[src/scpsr_params.svh]
// Constants for the serial configuration port with strap-loaded defaults
`ifndef SCPSR_PARAMS_SVH
`define SCPSR_PARAMS_SVH
`define SCPSR_ADDR_W 7
`define SCPSR_DATA_W 8
`define SCPSR_FRAME_BITS 16
`define SCPSR_CNT_W 5
`define SCPSR_ADDR_MSB_BIT 5'h0_001
`define SCPSR_ADDR_DONE_BIT 5'h0_008
`define SCPSR_FRAME_DONE 5'h0_010
`define SCPSR_NREGS 4
`define SCPSR_IDX_W 2
`define SCPSR_ADDR_INPUT_MODE 7'h0_034
`define SCPSR_ADDR_FREQ_A 7'h0_038
`define SCPSR_ADDR_FREQ_B 7'h0_064
`define SCPSR_ADDR_SPARE 7'h0_07E
`define SCPSR_BIT_NET_TYPE 2
`define SCPSR_BIT_FREQ_A_LO 5
`define SCPSR_BIT_FREQ_A_HI 6
`define SCPSR_BIT_FREQ_B 4
`define SCPSR_REG_RESET 8'h00_00
`endif

[src/scpsr_pkg.sv]
// Types shared by the serial configuration port
package scpsr_pkg;
  typedef enum logic [1:0] {
    SCPSR_IDLE = 2'b00,
    SCPSR_ADDR = 2'b01,
    SCPSR_DATA = 2'b10
  } scpsr_phase_t;
endpackage

[src/scpsr_sync.sv]
// Two-flop synchroniser for one asynchronous level
`timescale 1ns/1ps
module scpsr_sync #(
  parameter logic INIT_VAL = 1'b0 // Level held under reset
) (
  input wire logic clock, // System clock
  input wire logic sys_rst, // Async reset, active high
  input wire logic async_in, // Level from another domain
  output logic sync_out // Level safe to use
);
  logic meta_r;

  always_ff @(posedge clock or posedge sys_rst) begin
    if (sys_rst) begin
      meta_r <= INIT_VAL;
      sync_out <= INIT_VAL;
    end else begin
      meta_r <= async_in;
      sync_out <= meta_r;
    end
  end
endmodule

[src/scpsr_port.sv]
// Serial configuration port with strap-loaded SONET/SDH defaults
// Contract
// - Select low opens an access; the port only responds while select is low.
// - Edge select high makes the falling shift clock edge the active edge.
// - Default edge setting captures serial input on the rising clock edge.
// - Read data leaves serially on the dedicated serial output pin.
// - Master reset low returns the frame state and all registers to defaults; serial_out holds its value.
// - Strap level loads reg 34 bit 2, reg 38 bits 5,6, reg 64 bit 4.
// - Strap low selects SDH-rate defaults, strap high selects SONET-rate defaults.
// - Strap-derived bits stay writable by the host afterwards.
// - Each register is eight bits wide with a two-digit hex address.
// - Reg 34 bit 2 reads 1 for SONET, 0 for SDH; resets from strap.
// Frame: R/W bit (1 = read), 7 address bits MSB first, 8 data bits MSB first.
`timescale 1ns/1ps
`include "scpsr_params.svh"
module scpsr_port
  import scpsr_pkg::*;
(
  input wire logic clock, // 20 MHz system clock
  input wire logic sys_rst, // Async reset, active high
  input wire logic master_reset_n, // Pin reset, active low
  input wire logic network_type_strap, // Strap: 1 SONET, 0 SDH
  input wire logic device_select_n, // Serial select, active low
  input wire logic serial_clock, // Serial shift clock
  input wire logic sample_edge_select, // 1 selects falling active edge
  input wire logic serial_in, // Serial data in
  output logic serial_out, // Serial data out
  output logic serial_out_oe_n, // Output enable, low while driving
  output logic network_type_bit, // Reg 34 bit 2 state
  output logic [`SCPSR_DATA_W-1:0] freq_sel_a, // Reg 38 contents
  output logic [`SCPSR_DATA_W-1:0] freq_sel_b // Reg 64 contents
);
  logic sel_n_s, sclk_s, din_s, edge_s, mrst_n_s, strap_s;
  logic sclk_d_r, mrst_n_d_r, load_strap_r;
  logic [`SCPSR_CNT_W-1:0] bit_cnt_r;
  logic rd_r;
  logic [`SCPSR_ADDR_W-1:0] addr_r;
  logic [`SCPSR_DATA_W-1:0] shift_r;
  logic [`SCPSR_DATA_W-1:0] regs_r [`SCPSR_NREGS];
  scpsr_phase_t phase_r;
  logic active_edge, shift_edge, rise, fall, hit;
  logic [`SCPSR_IDX_W-1:0] idx;

  // Select idles high so a fresh reset never looks like an open access
  scpsr_sync #(.INIT_VAL(1'b1)) u_sel (.clock(clock), .sys_rst(sys_rst),
    .async_in(device_select_n), .sync_out(sel_n_s));
  scpsr_sync u_sclk (.clock(clock), .sys_rst(sys_rst),
    .async_in(serial_clock), .sync_out(sclk_s));
  scpsr_sync u_din (.clock(clock), .sys_rst(sys_rst),
    .async_in(serial_in), .sync_out(din_s));
  scpsr_sync u_edge (.clock(clock), .sys_rst(sys_rst),
    .async_in(sample_edge_select), .sync_out(edge_s));
  // Master reset reads as asserted until the pin has been seen high
  scpsr_sync u_mrst (.clock(clock), .sys_rst(sys_rst),
    .async_in(master_reset_n), .sync_out(mrst_n_s));
  scpsr_sync u_strap (.clock(clock), .sys_rst(sys_rst),
    .async_in(network_type_strap), .sync_out(strap_s));

  assign rise = sclk_s & ~sclk_d_r;
  assign fall = ~sclk_s & sclk_d_r;
  assign active_edge = edge_s ? fall : rise;
  assign shift_edge = edge_s ? rise : fall;

  always_comb begin
    hit = 1'b1;
    idx = '0;
    unique case (addr_r)
      `SCPSR_ADDR_INPUT_MODE: idx = 2'd0;
      `SCPSR_ADDR_FREQ_A: idx = 2'd1;
      `SCPSR_ADDR_FREQ_B: idx = 2'd2;
      `SCPSR_ADDR_SPARE: idx = 2'd3;
      default: hit = 1'b0;
    endcase
  end

  always_ff @(posedge clock or posedge sys_rst) begin
    if (sys_rst) begin
      sclk_d_r <= 1'b0;
      mrst_n_d_r <= 1'b0;
    end else begin
      sclk_d_r <= sclk_s;
      mrst_n_d_r <= mrst_n_s;
    end
  end

  // Strap caught by a clocked load after either reset releases
  always_ff @(posedge clock or posedge sys_rst) begin
    if (sys_rst) begin
      load_strap_r <= 1'b1;
    end else begin
      load_strap_r <= ~mrst_n_s | (mrst_n_s & ~mrst_n_d_r);
    end
  end

  // Serial framing; pin reset or select high abandons the frame
  always_ff @(posedge clock or posedge sys_rst) begin
    if (sys_rst) begin
      phase_r <= SCPSR_IDLE;
      bit_cnt_r <= '0;
      rd_r <= 1'b0;
      addr_r <= '0;
      shift_r <= '0;
    end else if (!mrst_n_s || sel_n_s) begin
      // Direction and address dropped too, so a cut frame leaves nothing behind
      phase_r <= SCPSR_IDLE;
      bit_cnt_r <= '0;
      rd_r <= 1'b0;
      addr_r <= '0;
      shift_r <= '0;
    end else if (active_edge) begin
      bit_cnt_r <= bit_cnt_r + 5'd1;
      unique case (phase_r)
        SCPSR_IDLE: begin
          rd_r <= din_s;
          phase_r <= SCPSR_ADDR;
        end
        SCPSR_ADDR: begin
          addr_r <= {addr_r[`SCPSR_ADDR_W-2:0], din_s};
          if (bit_cnt_r == `SCPSR_ADDR_DONE_BIT - 5'd1) begin
            phase_r <= SCPSR_DATA;
          end
        end
        SCPSR_DATA: begin
          shift_r <= {shift_r[`SCPSR_DATA_W-2:0], din_s};
          if (bit_cnt_r == `SCPSR_FRAME_DONE - 5'd1) begin
            phase_r <= SCPSR_IDLE;
          end
        end
      endcase
    end else if (phase_r == SCPSR_DATA && rd_r && bit_cnt_r == `SCPSR_ADDR_DONE_BIT
                 && shift_edge) begin
      shift_r <= hit ? regs_r[idx] : `SCPSR_REG_RESET;
    end
  end

  // Register file; writes commit at the sixteenth bit
  always_ff @(posedge clock or posedge sys_rst) begin
    if (sys_rst) begin
      for (int i = 0; i < `SCPSR_NREGS; i++) begin
        regs_r[i] <= `SCPSR_REG_RESET;
      end
    end else if (load_strap_r) begin
      for (int i = 0; i < `SCPSR_NREGS; i++) begin
        regs_r[i] <= `SCPSR_REG_RESET;
      end
      regs_r[0][`SCPSR_BIT_NET_TYPE] <= strap_s;
      regs_r[1][`SCPSR_BIT_FREQ_A_LO] <= strap_s;
      regs_r[1][`SCPSR_BIT_FREQ_A_HI] <= strap_s;
      regs_r[2][`SCPSR_BIT_FREQ_B] <= strap_s;
    end else if (!sel_n_s && active_edge && phase_r == SCPSR_DATA && !rd_r && hit
                 && bit_cnt_r == `SCPSR_FRAME_DONE - 5'd1) begin
      regs_r[idx] <= {shift_r[`SCPSR_DATA_W-2:0], din_s};
    end
  end

  // Output driven from flops, changed on the non-sampling edge
  always_ff @(posedge clock or posedge sys_rst) begin
    if (sys_rst) begin
      serial_out <= 1'b0;
      serial_out_oe_n <= 1'b1;
    end else begin
      serial_out_oe_n <= ~(!sel_n_s && rd_r && phase_r == SCPSR_DATA);
      if (phase_r == SCPSR_DATA && rd_r && shift_edge) begin
        serial_out <= (bit_cnt_r == `SCPSR_ADDR_DONE_BIT)
                      ? (hit ? regs_r[idx][`SCPSR_DATA_W-1] : 1'b0)
                      : shift_r[`SCPSR_DATA_W-1];
      end
    end
  end

  always_ff @(posedge clock or posedge sys_rst) begin
    if (sys_rst) begin
      network_type_bit <= 1'b0;
      freq_sel_a <= `SCPSR_REG_RESET;
      freq_sel_b <= `SCPSR_REG_RESET;
    end else begin
      network_type_bit <= regs_r[0][`SCPSR_BIT_NET_TYPE];
      freq_sel_a <= regs_r[1];
      freq_sel_b <= regs_r[2];
    end
  end

  a_strap_load: assert property (@(posedge clock) disable iff (sys_rst)
    load_strap_r |=> regs_r[0][`SCPSR_BIT_NET_TYPE] == $past(strap_s))
    else $error("strap not loaded into network type bit");
  a_strap_freq: assert property (@(posedge clock) disable iff (sys_rst)
    load_strap_r |=> regs_r[1][`SCPSR_BIT_FREQ_A_LO] == $past(strap_s)
      && regs_r[1][`SCPSR_BIT_FREQ_A_HI] == $past(strap_s)
      && regs_r[2][`SCPSR_BIT_FREQ_B] == $past(strap_s))
    else $error("strap not loaded into frequency bits");
  a_load_release: assert property (@(posedge clock) disable iff (sys_rst)
    (mrst_n_s && !mrst_n_d_r) |=> load_strap_r)
    else $error("strap not reloaded after master reset");
  a_idle_deselect: assert property (@(posedge clock) disable iff (sys_rst)
    sel_n_s |=> phase_r == SCPSR_IDLE && serial_out_oe_n)
    else $error("port active while deselected");
  a_oe_release: assert property (@(posedge clock) disable iff (sys_rst)
    (sel_n_s || !rd_r) |=> serial_out_oe_n)
    else $error("output enabled outside a read");
  a_reset_idle: assert property (@(posedge clock) disable iff (sys_rst)
    !mrst_n_s |=> phase_r == SCPSR_IDLE ##1 regs_r[3] == `SCPSR_REG_RESET)
    else $error("master reset did not clear state");
  a_net_out: assert property (@(posedge clock) disable iff (sys_rst)
    1'b1 |=> network_type_bit == $past(regs_r[0][`SCPSR_BIT_NET_TYPE]))
    else $error("network type output stale");
  a_rise_count: assert property (@(posedge clock) disable iff (sys_rst)
    (!sel_n_s && mrst_n_s && !edge_s && rise && !load_strap_r)
    |=> bit_cnt_r == $past(bit_cnt_r) + 5'd1 || phase_r == SCPSR_IDLE)
    else $error("rising edge not sampled");
  a_fall_hold: assert property (@(posedge clock) disable iff (sys_rst)
    (edge_s && rise && !fall) |=> bit_cnt_r == $past(bit_cnt_r) || phase_r == SCPSR_IDLE)
    else $error("rising edge sampled in falling mode");
  a_write_commit: assert property (@(posedge clock) disable iff (sys_rst)
    (!sel_n_s && mrst_n_s && active_edge && phase_r == SCPSR_DATA && !rd_r && hit
     && !load_strap_r && bit_cnt_r == `SCPSR_FRAME_DONE - 5'd1)
    |=> regs_r[$past(idx)] == $past({shift_r[`SCPSR_DATA_W-2:0], din_s}))
    else $error("write not committed");
  a_read_drive: assert property (@(posedge clock) disable iff (sys_rst)
    (!sel_n_s && rd_r && phase_r == SCPSR_DATA) |=> !serial_out_oe_n)
    else $error("read data not driven");
  a_read_first: assert property (@(posedge clock) disable iff (sys_rst)
    (phase_r == SCPSR_DATA && rd_r && shift_edge && hit
     && bit_cnt_r == `SCPSR_ADDR_DONE_BIT)
    |=> serial_out == $past(regs_r[idx][`SCPSR_DATA_W-1]))
    else $error("first read bit is not the register top bit");
  a_out_hold: assert property (@(posedge clock) disable iff (sys_rst)
    !(phase_r == SCPSR_DATA && rd_r && shift_edge) |=> $stable(serial_out))
    else $error("serial output changed off the shift edge");
endmodule

[config.mk]
export PLATFORM = sky130hd
export DESIGN_NAME = scpsr_port
export DESIGN_NICKNAME = d
export VERILOG_FILES = /design/src/scpsr_pkg.sv /design/src/scpsr_sync.sv /design/src/scpsr_port.sv
export VERILOG_INCLUDE_DIRS = /design/src
export SDC_FILE = /design/constraint.sdc
export NUM_CORES = 1
export LEC_CHECK = 0
export BUFFER_PORTS_ARGS = -buffer_cell sky130_fd_sc_hd__buf_2
export CORE_UTILIZATION = 28
export CTS_BUF_LIST = sky130_fd_sc_hd__clkbuf_2
export DETAILED_ROUTE_END_ITERATION = 16
export HOLD_SLACK_MARGIN = 0.12
export PLACE_DENSITY_LB_ADDON = 0.15
export SKIP_CTS_REPAIR_TIMING = 1
export SYNTH_ARGS = -nofsm -noshare
export SYNTH_HDL_FRONTEND = slang
export SYNTH_SLANG_ARGS = --single-unit
export TNS_END_PERCENT = 1
[constraint.sdc]
create_clock -name clock -period 7.2 [get_ports clock]
set_clock_uncertainty 0.1 [all_clocks]
set_input_delay 0.72 -clock clock [delete_from_list [all_inputs] [get_ports clock]]
set_output_delay 0.72 -clock clock [all_outputs]
set_load 0.01 [all_outputs]
==> flow_summary.ini <==
[hold_path]
holdPathEnd = load_strap_r$_DFF_PP1_
min_path_type = reg2reg
hold-path-cell-count = 1
min_from = mrst_n_d_r$_DFF_PP0_

[placed_design]
numPortBuffers = 26
gp_congestion = 0.742
hpwl_um = 5430

[global_routing]
overflow = 0
grt_pass1_vias = 2556
grt_max_degree = 49
grt_usage_pct = 12.9
grt_pass1_wl_um = 13800
antenna_found_initial = 1

[routing]
drc_errors = 0
avgViaCountPerCell = 4.69
via_count = 2520
drt_iter0_markers = 118
drt-total-wl_um = 8230
routedWlPerCell_um = 15.3
antenna_left = 0
drtPass1Iterations = 4

[sta]
slew_headroom_pct = 33.4
hold_slack_ns = 0.260
hold_viol_final = 0
rsz0062_at_grt = no
worst_slew_pin_slew_ns = 0.993
min_period_ns = 2.79
setup_viol = 0
drv_slew = 0
tns_ns = 0
max_freq_mhz = 359
post-route-period-util_pct = 38.7

[status]
status = finished clean

[worst_setup_path]
r2r-end = regs_r[26]$_DFFE_PP0P_
start_kind = flip-flop
crit_arrival_ns = 3.17
critPathMaxFanout = 8
r2r_start = addr_r[3]$_DFFE_PP0P_
reg2regPathDepth = 5
crit_type = reg2reg
crit_required_ns = 7.58
end_kind = flip-flop
reg2reg_slack_ns = 4.41

[yosys]
synth-seq-cells = 89
synth_edf_count = 0
async_reset_ff_share_pct = 100
synthesis.nets = 339
yosys_most_used_dff = dfrtp_1
ys_types = 38
synth_area_um2 = 3740
synthesis.instances = 324
ys_seq_area_share_pct = 59.6
synth_area_per_cell_um2 = 11.6
yosys_warnings = 0

[finish]
fill_cells = 1327
multi_input_area_um2 = 1440
fin_nets = 374
area_delta_synth_final_pct = 13.1
final_layout_size_suffix_gt1_share_pct = 15.9
register_area_um2 = 2230
mostFrequentLayoutCells = dfrtp_1 (85), nor2_1 (42), mux2i_1 (33)
final_common_cell = dfrtp_1
fin_util_pct = 33.0

[clock_network]
clk_pin_slew_ns = 0.25
cts_tree = yes
clkSinkCount = 89
htreeDepth = 3
numCtsBuffers = 9
cts_max_path_buffers = 2
clock_latency_ns = 0.58
cts_root_buf = clkbuf_2

[floorplanning]
coreArea_um2 = 12800
start_util_pct = 29.2
die_width_um = 118
design.die.area_um2 = 13800
die_h_um = 118
rows = 41
ios = 27

[job]
cap_violations = 0

[pwr]
p_total_uw = 818
leakage_nw = 1.81
power_density_nw_per_um2 = 193
vdd_drop_max_v = 0.0000898
==> state kept, by name (all words and copies together), names as in the netlist, 2 cells and up <==
| name | cells |
|---|---|
| freq_sel_b | 8 |
| bit_cnt_r | 5 |
| regs_r | 32 |
| addr_r | 7 |
| phase_r | 2 |
| shift_r | 8 |
| freq_sel_a | 8 |
==> through the flow <==
step	setup slack [ns]	instances	area (um2)
after global placement	4.42	513	4050
after CTS	4.36	529	4160
final	4.41	537	4230
after floorplan	4.08	324	3740
after global routing	4.26	537	4230
after detailed placement	4.42	513	4050
==> final cells by class <==
| type | count | area share (%) |
|---|---|---|
| flip-flops and latches | 89 | 52.7 |
| clock buffers | 10 | 1.18 |
| multi-input cells | 217 | 33.9 |
| repair buffers | 34 | 4.91 |
| inverters | 8 | 0.739 |
| diodes | 1 | 0.0591 |
| well taps | 172 | 5.08 |
| clock inverters | 6 | 1.39 |
==> per-layer routing <==
metal	vias to the layer above	GRT usage [%]	routed length [um]
li1	1217	-	-
met4	0	7.21	192
met1	1245	18.9	4250
met2	47	17.9	3500
met3	11	1.94	292
met5	-	0	0
==> cell usage after synthesis (2+ instances only) <==
cell,count,area share [%]
nor3_2,3,0.80
nor2_1,42,4.2
inv_1,8,0.80
xnor2_1,3,0.70
nor3b_2,2,0.67
clkbuf_1,9,0.90
a21oi_1,22,2.9
mux2i_1,33,8.8
ha_1,7,2.3
nand2b_1,2,0.33
a211oi_1,3,0.60
o21ai_0,30,4.0
a22o_1,8,1.9
nand3_1,12,1.6
a2bb2oi_1,8,1.9
dfstp_2,4,2.8
o211ai_1,2,0.40
nand3b_1,2,0.40
or2_2,2,0.33
nand2_1,18,1.8
and3b_1,2,0.47
dfrtp_1,85,57
and3_1,2,0.33
==> report_power, final <==
part	internal [mW]	switching, mW	leakage (nW)
registers	0.513	0.0127	1.17
clock network	0.0792	0.175	0.0670
logic	0.0146	0.0235	0.571
==> cells by family (layout without fill, tap and decap cells) <==
| kind of cell | count (synthesis) | count (layout) | synth area share (%) |
|---|---|---|---|
| fa+ha+maj | 7 | 7 | 2.34 |
| buf+inv | 18 | 58 | 2.01 |
| mux | 33 | 33 | 8.82 |
| flops | 89 | 89 | 59.6 |
| compound gates | 78 | 78 | 13.2 |
| xor+xnor | 4 | 4 | 0.936 |
| other cells | 0 | 1 | 0 |
| simple gates | 95 | 95 | 13.1 |
==> worst max-delay path: stages (launching register included) <==
cell and delay, ns:
dfrtp_1 0.49, or4b_4 0.59, or3b_4 0.43, nor3b_2 0.71
mux2i_1 0.29, a21oi_1 0.09
==> worst max-delay path by stage <==
stage	slack, ns	to	start	cells after the start
after global placement	4.42	regs_r[26]$_DFFE_PP0P_	addr_r[1]$_DFFE_PP0P_	5
after floorplan	4.08	addr_r[0]$_DFFE_PP0P_	sys_rst	1
final	4.41	regs_r[26]$_DFFE_PP0P_	addr_r[3]$_DFFE_PP0P_	5
after detailed placement	4.42	regs_r[26]$_DFFE_PP0P_	addr_r[3]$_DFFE_PP0P_	5
after global routing	4.26	regs_r[26]$_DFFE_PP0P_	addr_r[3]$_DFFE_PP0P_	5
after CTS	4.36	regs_r[26]$_DFFE_PP0P_	addr_r[3]$_DFFE_PP0P_	5
Power figures use the tool's default switching activity.
